### config.mk
export PLATFORM = sky130hd
export DESIGN_NAME = pfb_top
export DESIGN_NICKNAME = d
export VERILOG_FILES = /design/src/core/pfb_pkg.sv /design/src/core/pfb_top.sv
export SDC_FILE = /design/constraint.sdc
export NUM_CORES = 1
export LEC_CHECK = 0
export ABC_CLOCK_PERIOD_IN_PS = 3920
export BUFFER_PORTS_ARGS = -buffer_cell sky130_fd_sc_hd__buf_2
export CAP_MARGIN = 30
export CORE_ASPECT_RATIO = 1.75
export CORE_MARGIN = 8
export CORE_UTILIZATION = 55
export DETAILED_ROUTE_END_ITERATION = 6
export HOLD_SLACK_MARGIN = 0.1
export MAX_ROUTING_LAYER = met4
export PLACE_DENSITY = 0.76
export SYNTH_ARGS = -nofsm -noshare
export SYNTH_HDL_FRONTEND = slang
export SYNTH_SLANG_ARGS = --single-unit
### constraint.sdc
create_clock -name i_sys_clk -period 3.92 [get_ports i_sys_clk]
set_clock_uncertainty 0.15 [all_clocks]
set_input_delay 0.784 -clock i_sys_clk [delete_from_list [all_inputs] [get_ports i_sys_clk]]
set_output_delay 0.784 -clock i_sys_clk [all_outputs]
set_load 0.02 [all_outputs]
### src/core/pfb_pkg.sv
package pfb_pkg;
  localparam int MAX_CELLS = 8;
  localparam int VW = 12;
  localparam int CLK_HZ = 250000000;
  localparam int US_PER_S = 1000000;
  localparam int CYC_PER_US = CLK_HZ / US_PER_S;
  localparam int US_PER_MS = 1000;
  localparam int MS_PER_S = 1000;
  localparam int S_PER_MIN = 60;
  localparam int HYST_MV = 117;
  // Cell code = mV * 4095 * 3 / (1800 * 8); full scale 4.8 V.
  localparam logic [VW-1:0] HYST_CODE = VW'((HYST_MV * 4095 * 3) / (1800 * 8));
  localparam logic [1:0] SCALE_US = 2'h0;
  localparam logic [1:0] SCALE_MS = 2'h1;
  localparam logic [1:0] SCALE_S = 2'h2;
  localparam logic [1:0] SCALE_MIN = 2'h3;
  localparam logic [VW-1:0] LO_START = 12'hFFF;

  typedef logic [MAX_CELLS-1:0][VW-1:0] pfb_cells_t;

  typedef struct packed {
    logic chg;
    logic dsc;
    logic pchg;
  } pfb_sw_t;

  typedef struct packed {
    logic [VW-1:0] min_delta;
    logic [VW-1:0] max_delta;
    logic [VW-1:0] floor_v;
    logic [VW-1:0] ceiling_v;
    logic [9:0]    on_cnt;
    logic [1:0]    on_scale;
    logic [9:0]    off_cnt;
    logic [1:0]    off_scale;
    logic          in_chg;
    logic          in_dsc;
    logic          at_full;
  } pfb_bal_cfg_t;

  typedef enum logic [1:0] {
    BAL_IDLE = 2'b00,
    BAL_ON   = 2'b01,
    BAL_OFF  = 2'b10
  } pfb_bal_st_t;

  typedef struct packed {
    pfb_sw_t        sw;
    pfb_bal_st_t    bst;
    logic [11:0]    tmr;
    logic [7:0]     cyc;
    logic [9:0]     us;
    logic [9:0]     ms;
    logic [5:0]     sec;
    logic [VW-1:0]  lo;
    logic [VW-1:0]  hi;
    logic [MAX_CELLS-1:0] needs;
    logic [MAX_CELLS-1:0] sel;
    logic [MAX_CELLS-1:0] bal;
    logic           spread;
    logic           uv;
    logic           ov;
  } pfb_state_t;
endpackage

### src/core/pfb_top.sv
`timescale 1ns/1ps
`default_nettype none
// Notes on behaviour
// RULE1: Host override bit set lets host switch pack switches, protections aside.
// RULE2: Under host override, short circuit forces switches off; host restores.
// RULE3: Under host override, internal over-temperature forces switches off; host restores.
// RULE4: Under host override, overvoltage lockout forces charge and precharge off.
// RULE5: Under host override, open sense wire forces switches off; host restores.
// RULE6: Force-off input high holds all switches off; host restores afterwards.
// RULE7: Sleep turns switches off; after wake the host turns them on.
// RULE8: Host scan override keeps only short-circuit and force-off control in device; code also clears switches on sleep.
// RULE9: Balance evaluated per scan; outputs only in on period, off in off.
// RULE10: At scan end, recompute lowest and highest voltage of used cells.
// RULE11: Flag each cell exceeding lowest voltage by more than minimum delta.
// RULE12: Cell above lowest by maximum delta sets spread fault, stops balancing.
// RULE13: Highest below floor sets undervolt flag; clears 117mV above floor.
// RULE14: Lowest above ceiling sets overvolt flag; clears 117mV below ceiling.
// RULE15: Only cells within configured count are evaluated or driven.
// RULE16: Cell selection latched at on-period start, fixed for whole period.
// RULE17: Any external temperature outside cold/hot limits disables balancing.
// RULE18: Balance on charge-only or discharge-only current per selected direction bits.
// RULE19: Both directions selected balances on either current, never without current.
// RULE20: Full-charge bit with end-of-charge state balances regardless of current.
// RULE21: All direction bits zero, or force-off input, means no balancing.
// RULE22: Separate 12-bit on/off timers, 10-bit count, scale us/ms/s/min.
// RULE23: Without host override, temperature faults drop matching switch, stop balancing.
// RULE24: On and off periods alternate while enabled; off expiry restarts on.
module pfb_top
  import pfb_pkg::*;
#(
  parameter int N_TEMP = 2
) (
  input  wire logic               i_sys_clk,
  input  wire logic               i_rstn,
  input  wire logic               i_host_switch_override,
  input  wire logic               i_host_scan_override,
  input  wire logic               i_host_sw_wr,
  input  wire pfb_sw_t            i_host_sw,
  input  wire pfb_sw_t            i_auto_sw_req,
  input  wire logic               i_chg_temp_fault,
  input  wire logic               i_dsc_temp_fault,
  input  wire logic               i_short_circuit,
  input  wire logic               i_int_over_temp,
  input  wire logic               i_overvoltage_lockout,
  input  wire logic               i_open_wire,
  input  wire logic               i_force_switches_off_input,
  input  wire logic               i_sleep,
  input  wire logic               i_charging_detected,
  input  wire logic               i_discharging_detected,
  input  wire logic               i_end_of_charge,
  input  wire logic               i_bal_enable,
  input  wire logic [3:0]         i_cell_count,
  input  wire logic               i_scan_done,
  input  wire pfb_cells_t         i_cell_v,
  input  wire logic [N_TEMP*VW-1:0] i_ext_temp,
  input  wire logic [VW-1:0]      i_balance_cold_limit,
  input  wire logic [VW-1:0]      i_balance_hot_limit,
  input  wire pfb_bal_cfg_t       i_bal_cfg,
  output logic                    o_switch_chg,
  output logic                    o_switch_dsc,
  output logic                    o_switch_pchg,
  output logic [MAX_CELLS-1:0]    o_bal,
  output logic [MAX_CELLS-1:0]    o_cell_needs_balance_flag,
  output logic [VW-1:0]           o_lowest_cell_voltage,
  output logic [VW-1:0]           o_highest_cell_voltage,
  output logic                    o_cell_spread_fault,
  output logic                    o_balance_undervolt_flag,
  output logic                    o_balance_overvolt_flag,
  output logic                    o_bal_on_period
);

  logic       rst_meta_ff;
  logic       rst_n_ff;
  pfb_state_t st_ff;
  pfb_state_t nxt_st;

  logic                 tick_us;
  logic                 tick_ms;
  logic                 tick_s;
  logic                 tick_min;
  logic                 tick_on;
  logic                 tick_off;
  logic [MAX_CELLS-1:0] used;
  logic [VW-1:0]        lo_now;
  logic [VW-1:0]        hi_now;
  logic [MAX_CELLS-1:0] needs_now;
  logic                 spread_now;
  logic                 temp_bad;
  logic                 dir_ok;
  logic                 bal_en;
  logic [VW:0]          floor_hi;
  logic [VW:0]          ceil_lo;

  // Reset is released through two flops so every state flop leaves reset on one edge.
  always_ff @(posedge i_sys_clk or negedge i_rstn) begin
    if (!i_rstn) begin
      rst_meta_ff <= 1'b0;
      rst_n_ff    <= 1'b0;
    end else begin
      rst_meta_ff <= 1'b1;
      rst_n_ff    <= rst_meta_ff;
    end
  end

  // Time base ticks; each unit rolls over only on the tick of the unit below.
  assign tick_us  = (st_ff.cyc == 8'(CYC_PER_US - 1));
  assign tick_ms  = tick_us && (st_ff.us == 10'(US_PER_MS - 1));
  assign tick_s   = tick_ms && (st_ff.ms == 10'(MS_PER_S - 1));
  assign tick_min = tick_s && (st_ff.sec == 6'(S_PER_MIN - 1));

  function automatic logic pick_tick(input logic [1:0] scale, input logic us, input logic ms,
                                     input logic s, input logic mn);
    case (scale)
      SCALE_US: pick_tick = us;
      SCALE_MS: pick_tick = ms;
      SCALE_S:  pick_tick = s;
      default:  pick_tick = mn;
    endcase
  endfunction

  assign tick_on  = pick_tick(i_bal_cfg.on_scale, tick_us, tick_ms, tick_s, tick_min); // RULE22
  assign tick_off = pick_tick(i_bal_cfg.off_scale, tick_us, tick_ms, tick_s, tick_min); // RULE22

  // Scan statistics over the populated cells only; absent cells never count.
  always_comb begin
    lo_now     = LO_START;
    hi_now     = '0;
    needs_now  = '0;
    spread_now = 1'b0;
    used       = '0;
    for (int i = 0; i < MAX_CELLS; i++) begin
      used[i] = (4'(i) < i_cell_count); // RULE15
      if (used[i] && (i_cell_v[i] < lo_now)) begin
        lo_now = i_cell_v[i]; // RULE10
      end
      if (used[i] && (i_cell_v[i] > hi_now)) begin
        hi_now = i_cell_v[i]; // RULE10
      end
    end
    for (int i = 0; i < MAX_CELLS; i++) begin
      if (used[i] && ((i_cell_v[i] - lo_now) > i_bal_cfg.min_delta)) begin
        needs_now[i] = 1'b1; // RULE11
      end
      if (used[i] && ((i_cell_v[i] - lo_now) >= i_bal_cfg.max_delta)) begin
        spread_now = 1'b1; // RULE12
      end
    end
  end

  // A reading above the cold limit is too cold, below the hot limit too hot.
  always_comb begin
    temp_bad = 1'b0;
    for (int t = 0; t < N_TEMP; t++) begin
      if ((i_ext_temp[t*VW +: VW] > i_balance_cold_limit) ||
          (i_ext_temp[t*VW +: VW] < i_balance_hot_limit)) begin
        temp_bad = 1'b1; // RULE17 RULE23
      end
    end
  end

  // Balance permission: one current direction only, or the full-charge exception.
  assign dir_ok = (i_bal_cfg.in_chg && i_charging_detected && !i_discharging_detected) ||
                  (i_bal_cfg.in_dsc && i_discharging_detected && !i_charging_detected) ||
                  (i_bal_cfg.at_full && i_end_of_charge); // RULE18 RULE19 RULE20 RULE21
  assign bal_en = i_bal_enable && !i_host_scan_override && dir_ok && !st_ff.spread &&
                  !st_ff.uv && !st_ff.ov && !temp_bad && !i_force_switches_off_input &&
                  !i_sleep; // RULE9 RULE12 RULE13 RULE14 RULE17 RULE21

  assign floor_hi = {1'b0, i_bal_cfg.floor_v} + {1'b0, HYST_CODE};
  assign ceil_lo  = {1'b0, i_bal_cfg.ceiling_v} - {1'b0, HYST_CODE};

  // Next-state logic for switches, scan flags, time base and balance sequencer.
  always_comb begin
    nxt_st = st_ff;
    // Time base.
    nxt_st.cyc = tick_us ? '0 : st_ff.cyc + 8'h01;
    if (tick_us) begin
      nxt_st.us = tick_ms ? '0 : st_ff.us + 10'h001;
    end
    if (tick_ms) begin
      nxt_st.ms = tick_s ? '0 : st_ff.ms + 10'h001;
    end
    if (tick_s) begin
      nxt_st.sec = tick_min ? '0 : st_ff.sec + 6'h01;
    end

    // Pack switches. In host modes the register holds what the host wrote and
    // forced clears are sticky until the host writes again.
    if (i_host_switch_override || i_host_scan_override) begin
      if (i_host_sw_wr) begin
        nxt_st.sw = i_host_sw; // RULE1
      end
      if (i_short_circuit) begin
        nxt_st.sw = '0; // RULE2 RULE8
      end
      if (!i_host_scan_override) begin
        if (i_int_over_temp || i_open_wire) begin
          nxt_st.sw = '0; // RULE3 RULE5
        end
        if (i_overvoltage_lockout) begin
          nxt_st.sw.chg  = 1'b0; // RULE4
          nxt_st.sw.pchg = 1'b0; // RULE4
        end
      end
    end else begin
      nxt_st.sw.chg  = i_auto_sw_req.chg && !i_chg_temp_fault; // RULE23
      nxt_st.sw.pchg = i_auto_sw_req.pchg && !i_chg_temp_fault; // RULE23
      nxt_st.sw.dsc  = i_auto_sw_req.dsc && !i_dsc_temp_fault && !i_short_circuit; // RULE23
    end
    if (i_force_switches_off_input || i_sleep) begin
      nxt_st.sw = '0; // RULE6 RULE7
    end

    // Scan results are taken once per completed scan.
    if (i_scan_done) begin
      nxt_st.lo     = lo_now; // RULE10
      nxt_st.hi     = hi_now; // RULE10
      nxt_st.needs  = needs_now; // RULE11
      nxt_st.spread = spread_now; // RULE12
      if (hi_now < i_bal_cfg.floor_v) begin
        nxt_st.uv = 1'b1; // RULE13
      end else if ({1'b0, hi_now} > floor_hi) begin
        nxt_st.uv = 1'b0; // RULE13
      end
      if (lo_now > i_bal_cfg.ceiling_v) begin
        nxt_st.ov = 1'b1; // RULE14
      end else if ((i_bal_cfg.ceiling_v >= HYST_CODE) && ({1'b0, lo_now} < ceil_lo)) begin
        nxt_st.ov = 1'b0; // RULE14
      end
    end

    // Balance sequencer. Losing permission drops straight back to idle.
    case (st_ff.bst)
      BAL_IDLE: begin
        if (bal_en) begin
          nxt_st.bst = BAL_ON;
          nxt_st.tmr = {2'b00, i_bal_cfg.on_cnt}; // RULE22
          nxt_st.sel = st_ff.needs & used; // RULE16 RULE15
        end
      end
      BAL_ON: begin
        if (!bal_en) begin
          nxt_st.bst = BAL_IDLE;
        end else if (st_ff.tmr == 12'h000) begin
          nxt_st.bst = BAL_OFF;
          nxt_st.tmr = {2'b00, i_bal_cfg.off_cnt}; // RULE22
        end else if (tick_on) begin
          nxt_st.tmr = st_ff.tmr - 12'h001; // RULE22
        end
      end
      BAL_OFF: begin
        if (!bal_en) begin
          nxt_st.bst = BAL_IDLE;
        end else if (st_ff.tmr == 12'h000) begin
          nxt_st.bst = BAL_ON; // RULE24
          nxt_st.tmr = {2'b00, i_bal_cfg.on_cnt}; // RULE24
          nxt_st.sel = st_ff.needs & used; // RULE16
        end else if (tick_off) begin
          nxt_st.tmr = st_ff.tmr - 12'h001; // RULE22
        end
      end
      default: begin
        nxt_st.bst = BAL_IDLE;
      end
    endcase
    // Outputs follow the sequencer state so they can never lead the on period.
    nxt_st.bal = (nxt_st.bst == BAL_ON) ? nxt_st.sel : '0; // RULE9
  end

  always_ff @(posedge i_sys_clk or negedge rst_n_ff) begin
    if (!rst_n_ff) begin
      st_ff <= '{sw: '0, bst: BAL_IDLE, lo: LO_START, default: '0};
    end else begin
      st_ff <= nxt_st;
    end
  end

  assign o_switch_chg              = st_ff.sw.chg;
  assign o_switch_dsc              = st_ff.sw.dsc;
  assign o_switch_pchg             = st_ff.sw.pchg;
  assign o_bal                     = st_ff.bal;
  assign o_cell_needs_balance_flag = st_ff.needs;
  assign o_lowest_cell_voltage     = st_ff.lo;
  assign o_highest_cell_voltage    = st_ff.hi;
  assign o_cell_spread_fault       = st_ff.spread;
  assign o_balance_undervolt_flag  = st_ff.uv;
  assign o_balance_overvolt_flag   = st_ff.ov;
  assign o_bal_on_period           = (st_ff.bst == BAL_ON);
endmodule
`default_nettype wire

==> flow_summary.ini, run 1 <==
[status]
status = did not finish
lastStage = global routing
stop_error = [ERROR GRT-0232] Routing congestion too high. Check the congestion heatmap in the GUI.

[synth]
syn_inst = 3040
yosys.area.top_type = ha_1
synth.top_cell.area_share = 0.275
syn_area_um2 = 23400
synth.area.top_cells = ha_1, dfrtp_1, a21oi_1, inv_1, o21ai_0
synthArstFlopShare = 1.00
ys_types = 109
ys.flop_type = dfrtp_1
synth_enable_flop_cells = 0
syn_area_per_cell_um2 = 7.70
seq_area_frac_synth = 0.112
synth_seq_cells = 104
synth_nets = 3801
ys_warn_count = 0

[sta]
worstEndpointType = register input
postGrtWorstEndpoint = o_cell_spread_fault$_DFFE_PN0P_/D

[floorplan]
fp.dieH_um = 289
pin_count = 294
rows = 100
start_util = 0.554
die_width_um = 172

[clock_network]
cts_root_buf = clkbuf_16
cts_buffers = 9
cts.sinks = 104
htree_num_levels = 3
clockBufferDepth = 2

[global_route]
track_usage = 0.661
grt_max_degree = 54
grt-ovfl-total = 40

[placement]
portBuffers = 293
hpwl_um = 88900
gp_congestion = 1.02
dpl-instance-area_um2 = 32000
synthesized netlist by cell type, types with 53 or more instances:
master,n
ha_1,514
inv_1,289
a21oi_1,234
nor2_1,217
nand2_1,215
o21ai_0,206
nor2b_1,93
dfrtp_1,92
a21o_1,85
xnor2_1,85
nor3_1,83
nand2b_1,78
nand4_1,78
mux2_2,68
nand3_1,66
clkbuf_1,53
per-stage QoR:
step	setup WS, ps	instances
2_1_floorplan	-13690	3040
3_3_place_gp	-13880	4613
3_5_place_dp	-14640	4613
4_1_cts	-13000	4771
metal layers:
metal  GRT overflow  track usage
met4             19        0.730
met1              1        0.596
met3              0        0.401
met5              -            -
met2             20        0.894
repair_timing:
action	CTS
gates resized for setup	392
buffers inserted	138
pin swaps	165
endpoints found under the hold margin	2
hold buffers	1
gates cloned	5
setup endpoints to repair	59
cell families after synthesis:
| logic type | Yosys count | synth area share |
|---|---|---|
| other cells | 1 | 0.000160 |
| compound gates | 838 | 0.240 |
| fa+ha+maj | 527 | 0.280 |
| mux | 98 | 0.0463 |
| xor+xnor | 110 | 0.0412 |
| simple gates | 959 | 0.208 |
| buf+inv | 403 | 0.0721 |
| flops | 104 | 0.112 |
==> inputs of run 2 (changes only) <==
--- a/config.mk
+++ b/config.mk
@@ -8,13 +8,10 @@
 export ABC_CLOCK_PERIOD_IN_PS = 3920
 export BUFFER_PORTS_ARGS = -buffer_cell sky130_fd_sc_hd__buf_2
 export CAP_MARGIN = 30
-export CORE_ASPECT_RATIO = 1.75
 export CORE_MARGIN = 8
-export CORE_UTILIZATION = 55
+export CORE_UTILIZATION = 40
 export DETAILED_ROUTE_END_ITERATION = 6
-export HOLD_SLACK_MARGIN = 0.1
-export MAX_ROUTING_LAYER = met4
-export PLACE_DENSITY = 0.76
+export PLACE_DENSITY_LB_ADDON = 0.15
 export SYNTH_ARGS = -nofsm -noshare
 export SYNTH_HDL_FRONTEND = slang
 export SYNTH_SLANG_ARGS = --single-unit
==> run 2 against run 1 <==
  * The flow now finishes, with violations (setup timing)
  * Synthesized cell count stayed put
  * Synthesized area stayed put
==> flow_summary.ini, run 2 <==
[status]
status = finished with violations
violations = setup timing

[sta]
setup_ws_ps = -13330
rsz0062_at_grt = yes
setup_violations = 35
post-route-min-period_ps = 17250
finalCritPeriodShare = 4.40
finalSetupTns_ps = -389680
tightest_slew_ps = 902
finalHoldViolCount = 0
finalHoldWorstSlack_ps = 29.0
fmax_ghz = 0.0580
relSlewSlack = 0.399
maxSlewViolCount = 0

[placement]
dpl-instance-area_um2 = 32600
hpwl_um = 84600
portBuffers = 293
dp.cells = 4849
gp_congestion = 0.970
place_ws_ps = -14420

[cells_and_area]
final_area_um2 = 37500
layout_commonest_cell = buf_4
areaGrowthSynthToFinish_pct = 60.3
utilization = 0.649
largest-register = st_ff
nets = 5068
largest_reg_flops = 56
final_layout_size_suffix_gt1_frac = 0.461
layout_common_cells = buf_4, ha_1, buf_2
stdcell_count = 5078

[clock_network]
htree_num_levels = 3
cts_tree = built
clkTransAtPathRegs_ps = 80
clockBufferDepth = 2
cts_root_buf = clkbuf_16
cts.sinks = 104
hold_buffers = 0
cts_buffers = 9
clk_latency_ps = 370

[global_route]
grt-ovfl-total = 0
grt_max_degree = 69
track_usage = 0.292
grt_pass1_vias = 28800
grt_pass1_wl_um = 157000
antenna_found_initial = 2

[floorplan]
pin_count = 294
dieArea_um2 = 66500
die_width_um = 258
start_util = 0.405
coreArea_um2 = 57800
rows = 88
fp.dieH_um = 258

[critical_path]
cpMaxStageDelayCell = or4b_4
cp.buffers_inverters = 27
arrival_ps = 17340
crit_top_cell = buf_4
cpPeakStageDelay_ps = 530
crit_path_start_kind = input port
worstPathMaxFanout = 7
critical_path.top_delay_family = compound AO/OA/AOI/OAI gates
crit_type = input port to flip-flop
endpoint_kind = flip-flop
crit_start = i_cell_count[0]
rr_startpoint = st_ff[78]$_DFF_PN0_
cp.required_ps = 4020

[pwr]
vdd_drop_max_uv = 472
power.leakage_nw = 18.4
p_per_area_nw_per_um2 = 927
total_power_mw = 34.8

[synth]
synth_nets = 3801
yosys.area.top_type = ha_1
yosys-top-cells-count = ha_1, inv_1, a21oi_1
syn_inst = 3040
ys_warn_count = 0
synth.most_common_cell = ha_1
syn_area_um2 = 23400
synth.area.top_cells = ha_1, dfrtp_1, a21oi_1, inv_1, o21ai_0
synthArstFlopShare = 1.00
synth.top_cell.area_share = 0.275
ys_types = 109
synth_enable_flop_cells = 0
syn_area_per_cell_um2 = 7.70
ys.flop_type = dfrtp_1
seq_area_frac_synth = 0.112
synth_seq_cells = 104

[detailed_routing]
vias_per_cell = 5.59
drtPass1Iterations = 6
drtIter0Drc = 1747
route.detailed.drc = 0
routed-via-count = 28400
drt-wirelength-per-cell_um = 20.4
detail_route.wirelength_um = 104000
ant_nets = 0

[worst_hold_path]
hp-class = input port to async pin

[run]
maxCapViolCount = 0
run 2: cell counts after synthesis:
No cell type changed its count.
run 2: layout make-up:
| type | count | area (um2) |
|---|---|---|
| Antenna cell | 1 | 2.50 |
| Fill cell | 4853 | 20300 |
| Multi-Input combinational cell | 2533 | 22400 |
| Sequential cell | 104 | 2620 |
| Clock buffer | 11 | 243 |
| Tap cell | 765 | 957 |
| Timing Repair Buffer | 1367 | 10100 |
| Clock inverter | 5 | 46.3 |
| Inverter | 292 | 1130 |
run 2: path summary, 6_finish.rpt:
kind	end	depth (start not counted)	slack (ps)
min in group i_sys_clk	rst_n_ff$_DFF_PN0_	0	200
max in group asynchronous	o_bal[6]$_DFF_PN0_	1	2450
worst max-delay path	o_cell_spread_fault$_DFFE_PN0P_	95	-13330
worst max register to register	st_ff[86]$_DFFE_PN0P_	17	410
worst min register to register	rst_n_ff$_DFF_PN0_	0	200
worst min-delay path	rst_n_ff$_DFF_PN0_	1	30
run 2: cell families after synthesis:
kind of cell,Yosys count,synth area share
and+or+nand+nor,959,0.208
AOI/OAI and AO/OA,838,0.240
adders and majority gates,527,0.280
buffers and inverters,403,0.0721
xor gates and xnor gates,110,0.0412
DFF,104,0.112
muxes,98,0.0463
other,1,0.000160
run 2: metal layers:
layer	global-route usage	share of wire
met4	0.0890	0.031
met5	0	0.00026
met1	0.386	0.45
met3	0.0364	0.055
met2	0.493	0.47
run 2: report_power, final:
| part | leakage, nW | switching [mW] | internal [mW] |
|---|---|---|---|
| clock | 0.143 | 0.455 | 0.461 |
| sequential | 1.34 | 0.146 | 1.31 |
| combinational | 16.9 | 15.5 | 16.9 |
| total | 18.4 | 16.1 | 18.7 |
run 2: repair_timing:
action                                 CTS  global route
buffers inserted                       173            49
setup endpoints to repair               35            61
resized for setup                      435           231
endpoints found under the hold margin    0             0
pin swaps                              204           165
gates cloned                             4             0
Note: power is estimated with default switching activity, not from simulation.
==> inputs of run 3 (changes only) <==
--- a/config.mk
+++ b/config.mk
@@ -10,8 +10,9 @@
 export CAP_MARGIN = 30
 export CORE_MARGIN = 8
 export CORE_UTILIZATION = 40
+export CTS_BUF_LIST = sky130_fd_sc_hd__clkbuf_8
 export DETAILED_ROUTE_END_ITERATION = 6
-export PLACE_DENSITY_LB_ADDON = 0.15
+export PLACE_DENSITY_LB_ADDON = 0.3
 export SYNTH_ARGS = -nofsm -noshare
 export SYNTH_HDL_FRONTEND = slang
 export SYNTH_SLANG_ARGS = --single-unit
==> run 3 against run 2 <==
  * The run still ends with setup timing left
  * Utilization down 1.5 points
  * Critical path depth up 6
  * Via count down 1.4%
  * Sequential share of layout area up 0.16 points
  * Combinational power down 3%
  * Cell count down 1.3%
  * Final area down 2.3%
  * Worst setup slack better by 400 ps
  * Largest cell class unchanged
  * Largest power group unchanged
==> flow_summary.ini, run 3 (synthesis results as in run 2) <==
[cells_and_area]
final-seq-area_um2 = 2620
nets = 4994
layout_commonest_cell = buf_4
fill_cells = 4778
multiInputGateArea_um2 = 22200
areaGrowthSynthToFinish_pct = 56.7
largest-register = st_ff
largest_reg_flops = 56
final_layout_size_suffix_gt1_frac = 0.445
final_area_um2 = 36700
layout_common_cells = buf_4, ha_1, buf_2
utilization = 0.635

[floorplan]
pin_count = 294
fp.dieH_um = 258
coreArea_um2 = 57800
rows = 88
die_width_um = 258
start_util = 0.405
dieArea_um2 = 66500

[clock_network]
cts_root_buf = clkbuf_8
htree_num_levels = 3
clkTransAtPathRegs_ps = 110
cts.sinks = 104
clockBufferDepth = 2
cts_tree = built
cts_buffers = 9
clk_latency_ps = 440

[placement]
place_ws_ps = -14000
dpl-instance-area_um2 = 32500
portBuffers = 293
gp_congestion = 0.950
hpwl_um = 78700

[sta]
finalCritPeriodShare = 4.30
finalHoldWorstSlack_ps = 206
finalHoldViolCount = 0
setup_violations = 35
maxSlewViolCount = 0
relSlewSlack = 0.364
finalSetupTns_ps = -383350
fmax_ghz = 0.0593
post-route-min-period_ps = 16850
rsz0062_at_grt = yes
tightest_slew_ps = 950
setup_ws_ps = -12930

[critical_path]
reg2regPathDepth = 16
worstPathMaxFanout = 8
endpoint_kind = flip-flop
crit_path_start_kind = input port
cpMaxStageDelayCell = or4_4
reg2reg_to = st_ff[95]$_DFFE_PN0P_
cpPeakStageDelay_ps = 540
crit_type = input port to flip-flop
rr_startpoint = st_ff[78]$_DFF_PN0_
arrival_ps = 17020
crit_top_cell = a21oi_1
cp.required_ps = 4080
r2r_slack_ps = 310

[worst_hold_path]
hp-class = flip-flop to flip-flop
min_to = rst_n_ff$_DFF_PN0_
whs_path_depth = 0
hp-start = rst_meta_ff$_DFF_PN0_

[global_route]
grt-ovfl-total = 0
grt_pass1_vias = 27000
antenna_found_initial = 4
grt_pass1_wl_um = 147000
track_usage = 0.273
grt_max_degree = 52

[detailed_routing]
vias_per_cell = 5.59
route.detailed.drc = 0
drtPass1Iterations = 6
ant_nets = 0
drt-wirelength-per-cell_um = 19.7
drtIter0Drc = 2021
routed-via-count = 28000
detail_route.wirelength_um = 98900

[pwr]
power.leakage_nw = 18.0
p_per_area_nw_per_um2 = 912
vdd_drop_max_uv = 491

[status]
violations = setup timing
status = finished with violations

[run]
maxCapViolCount = 0
run 3: per-stage QoR:
stage / power (mW) / instances
after detailed placement: 27.5 / 4832
final: 33.5 / 5010
after CTS: 30.6 / 4954
after floorplan: 16.2 / 3040
after global routing: 36.2 / 5005
after global placement: 26.9 / 4832
run 3: critical path, delay by kind of cell:
| kind | cells | cell delay (ps) |
|---|---|---|
| AO/OA/AOI/OAI | 40 | 6890 |
| XOR/XNOR | 1 | 160 |
| buffers and inverters | 16 | 1880 |
| multiplexers | 3 | 660 |
| adder cells (fa/ha/maj) | 10 | 2270 |
| AND/OR/NAND/NOR | 31 | 4320 |
run 3: power breakdown:
part | switching [mW] | internal [mW]
Sequential | 0.154 | 1.31
Combinational | 15.1 | 16.3
Clock | 0.447 | 0.244
run 3: cell type report:
| cell class | count | area share |
|---|---|---|
| Antenna cell | 7 | 0.000478 |
| Clock buffer | 9 | 0.00338 |
| Clock inverter | 7 | 0.00164 |
| Inverter | 292 | 0.0308 |
| Multi-Input combinational cell | 2535 | 0.606 |
| Sequential cell | 104 | 0.0715 |
| Tap cell | 765 | 0.0261 |
| Timing Repair Buffer | 1291 | 0.261 |
run 3: how the worst max path moves through the flow:
stage	start	endpoint	depth (start not counted)
floorplan	i_cell_count[2]	o_cell_spread_fault$_DFFE_PN0P_	99
global placement	i_cell_count[2]	o_cell_spread_fault$_DFFE_PN0P_	92
detailed placement	i_cell_count[2]	o_cell_spread_fault$_DFFE_PN0P_	89
CTS	i_cell_count[1]	o_cell_spread_fault$_DFFE_PN0P_	95
global route	i_cell_count[0]	o_cell_spread_fault$_DFFE_PN0P_	99
finish	i_cell_count[0]	o_cell_spread_fault$_DFFE_PN0P_	101
run 3: repair_timing:
item,in CTS,in global routing
gates resized for setup,293,319
endpoints found under the hold margin,2,0
hold buffers,1,0
gates cloned,3,1
pin swaps,160,168
setup buffers,103,62
setup endpoints to repair,35,51
run 3: layer usage:
layer	global-route usage	share of wire	up-vias	wire length, um
met5	0	0	-	0
met4	0.0819	0.040	0	3980
met3	0.0501	0.071	268	7070
met2	0.449	0.45	962	44700
met1	0.361	0.44	13200	43200
li1	-	-	13600	-
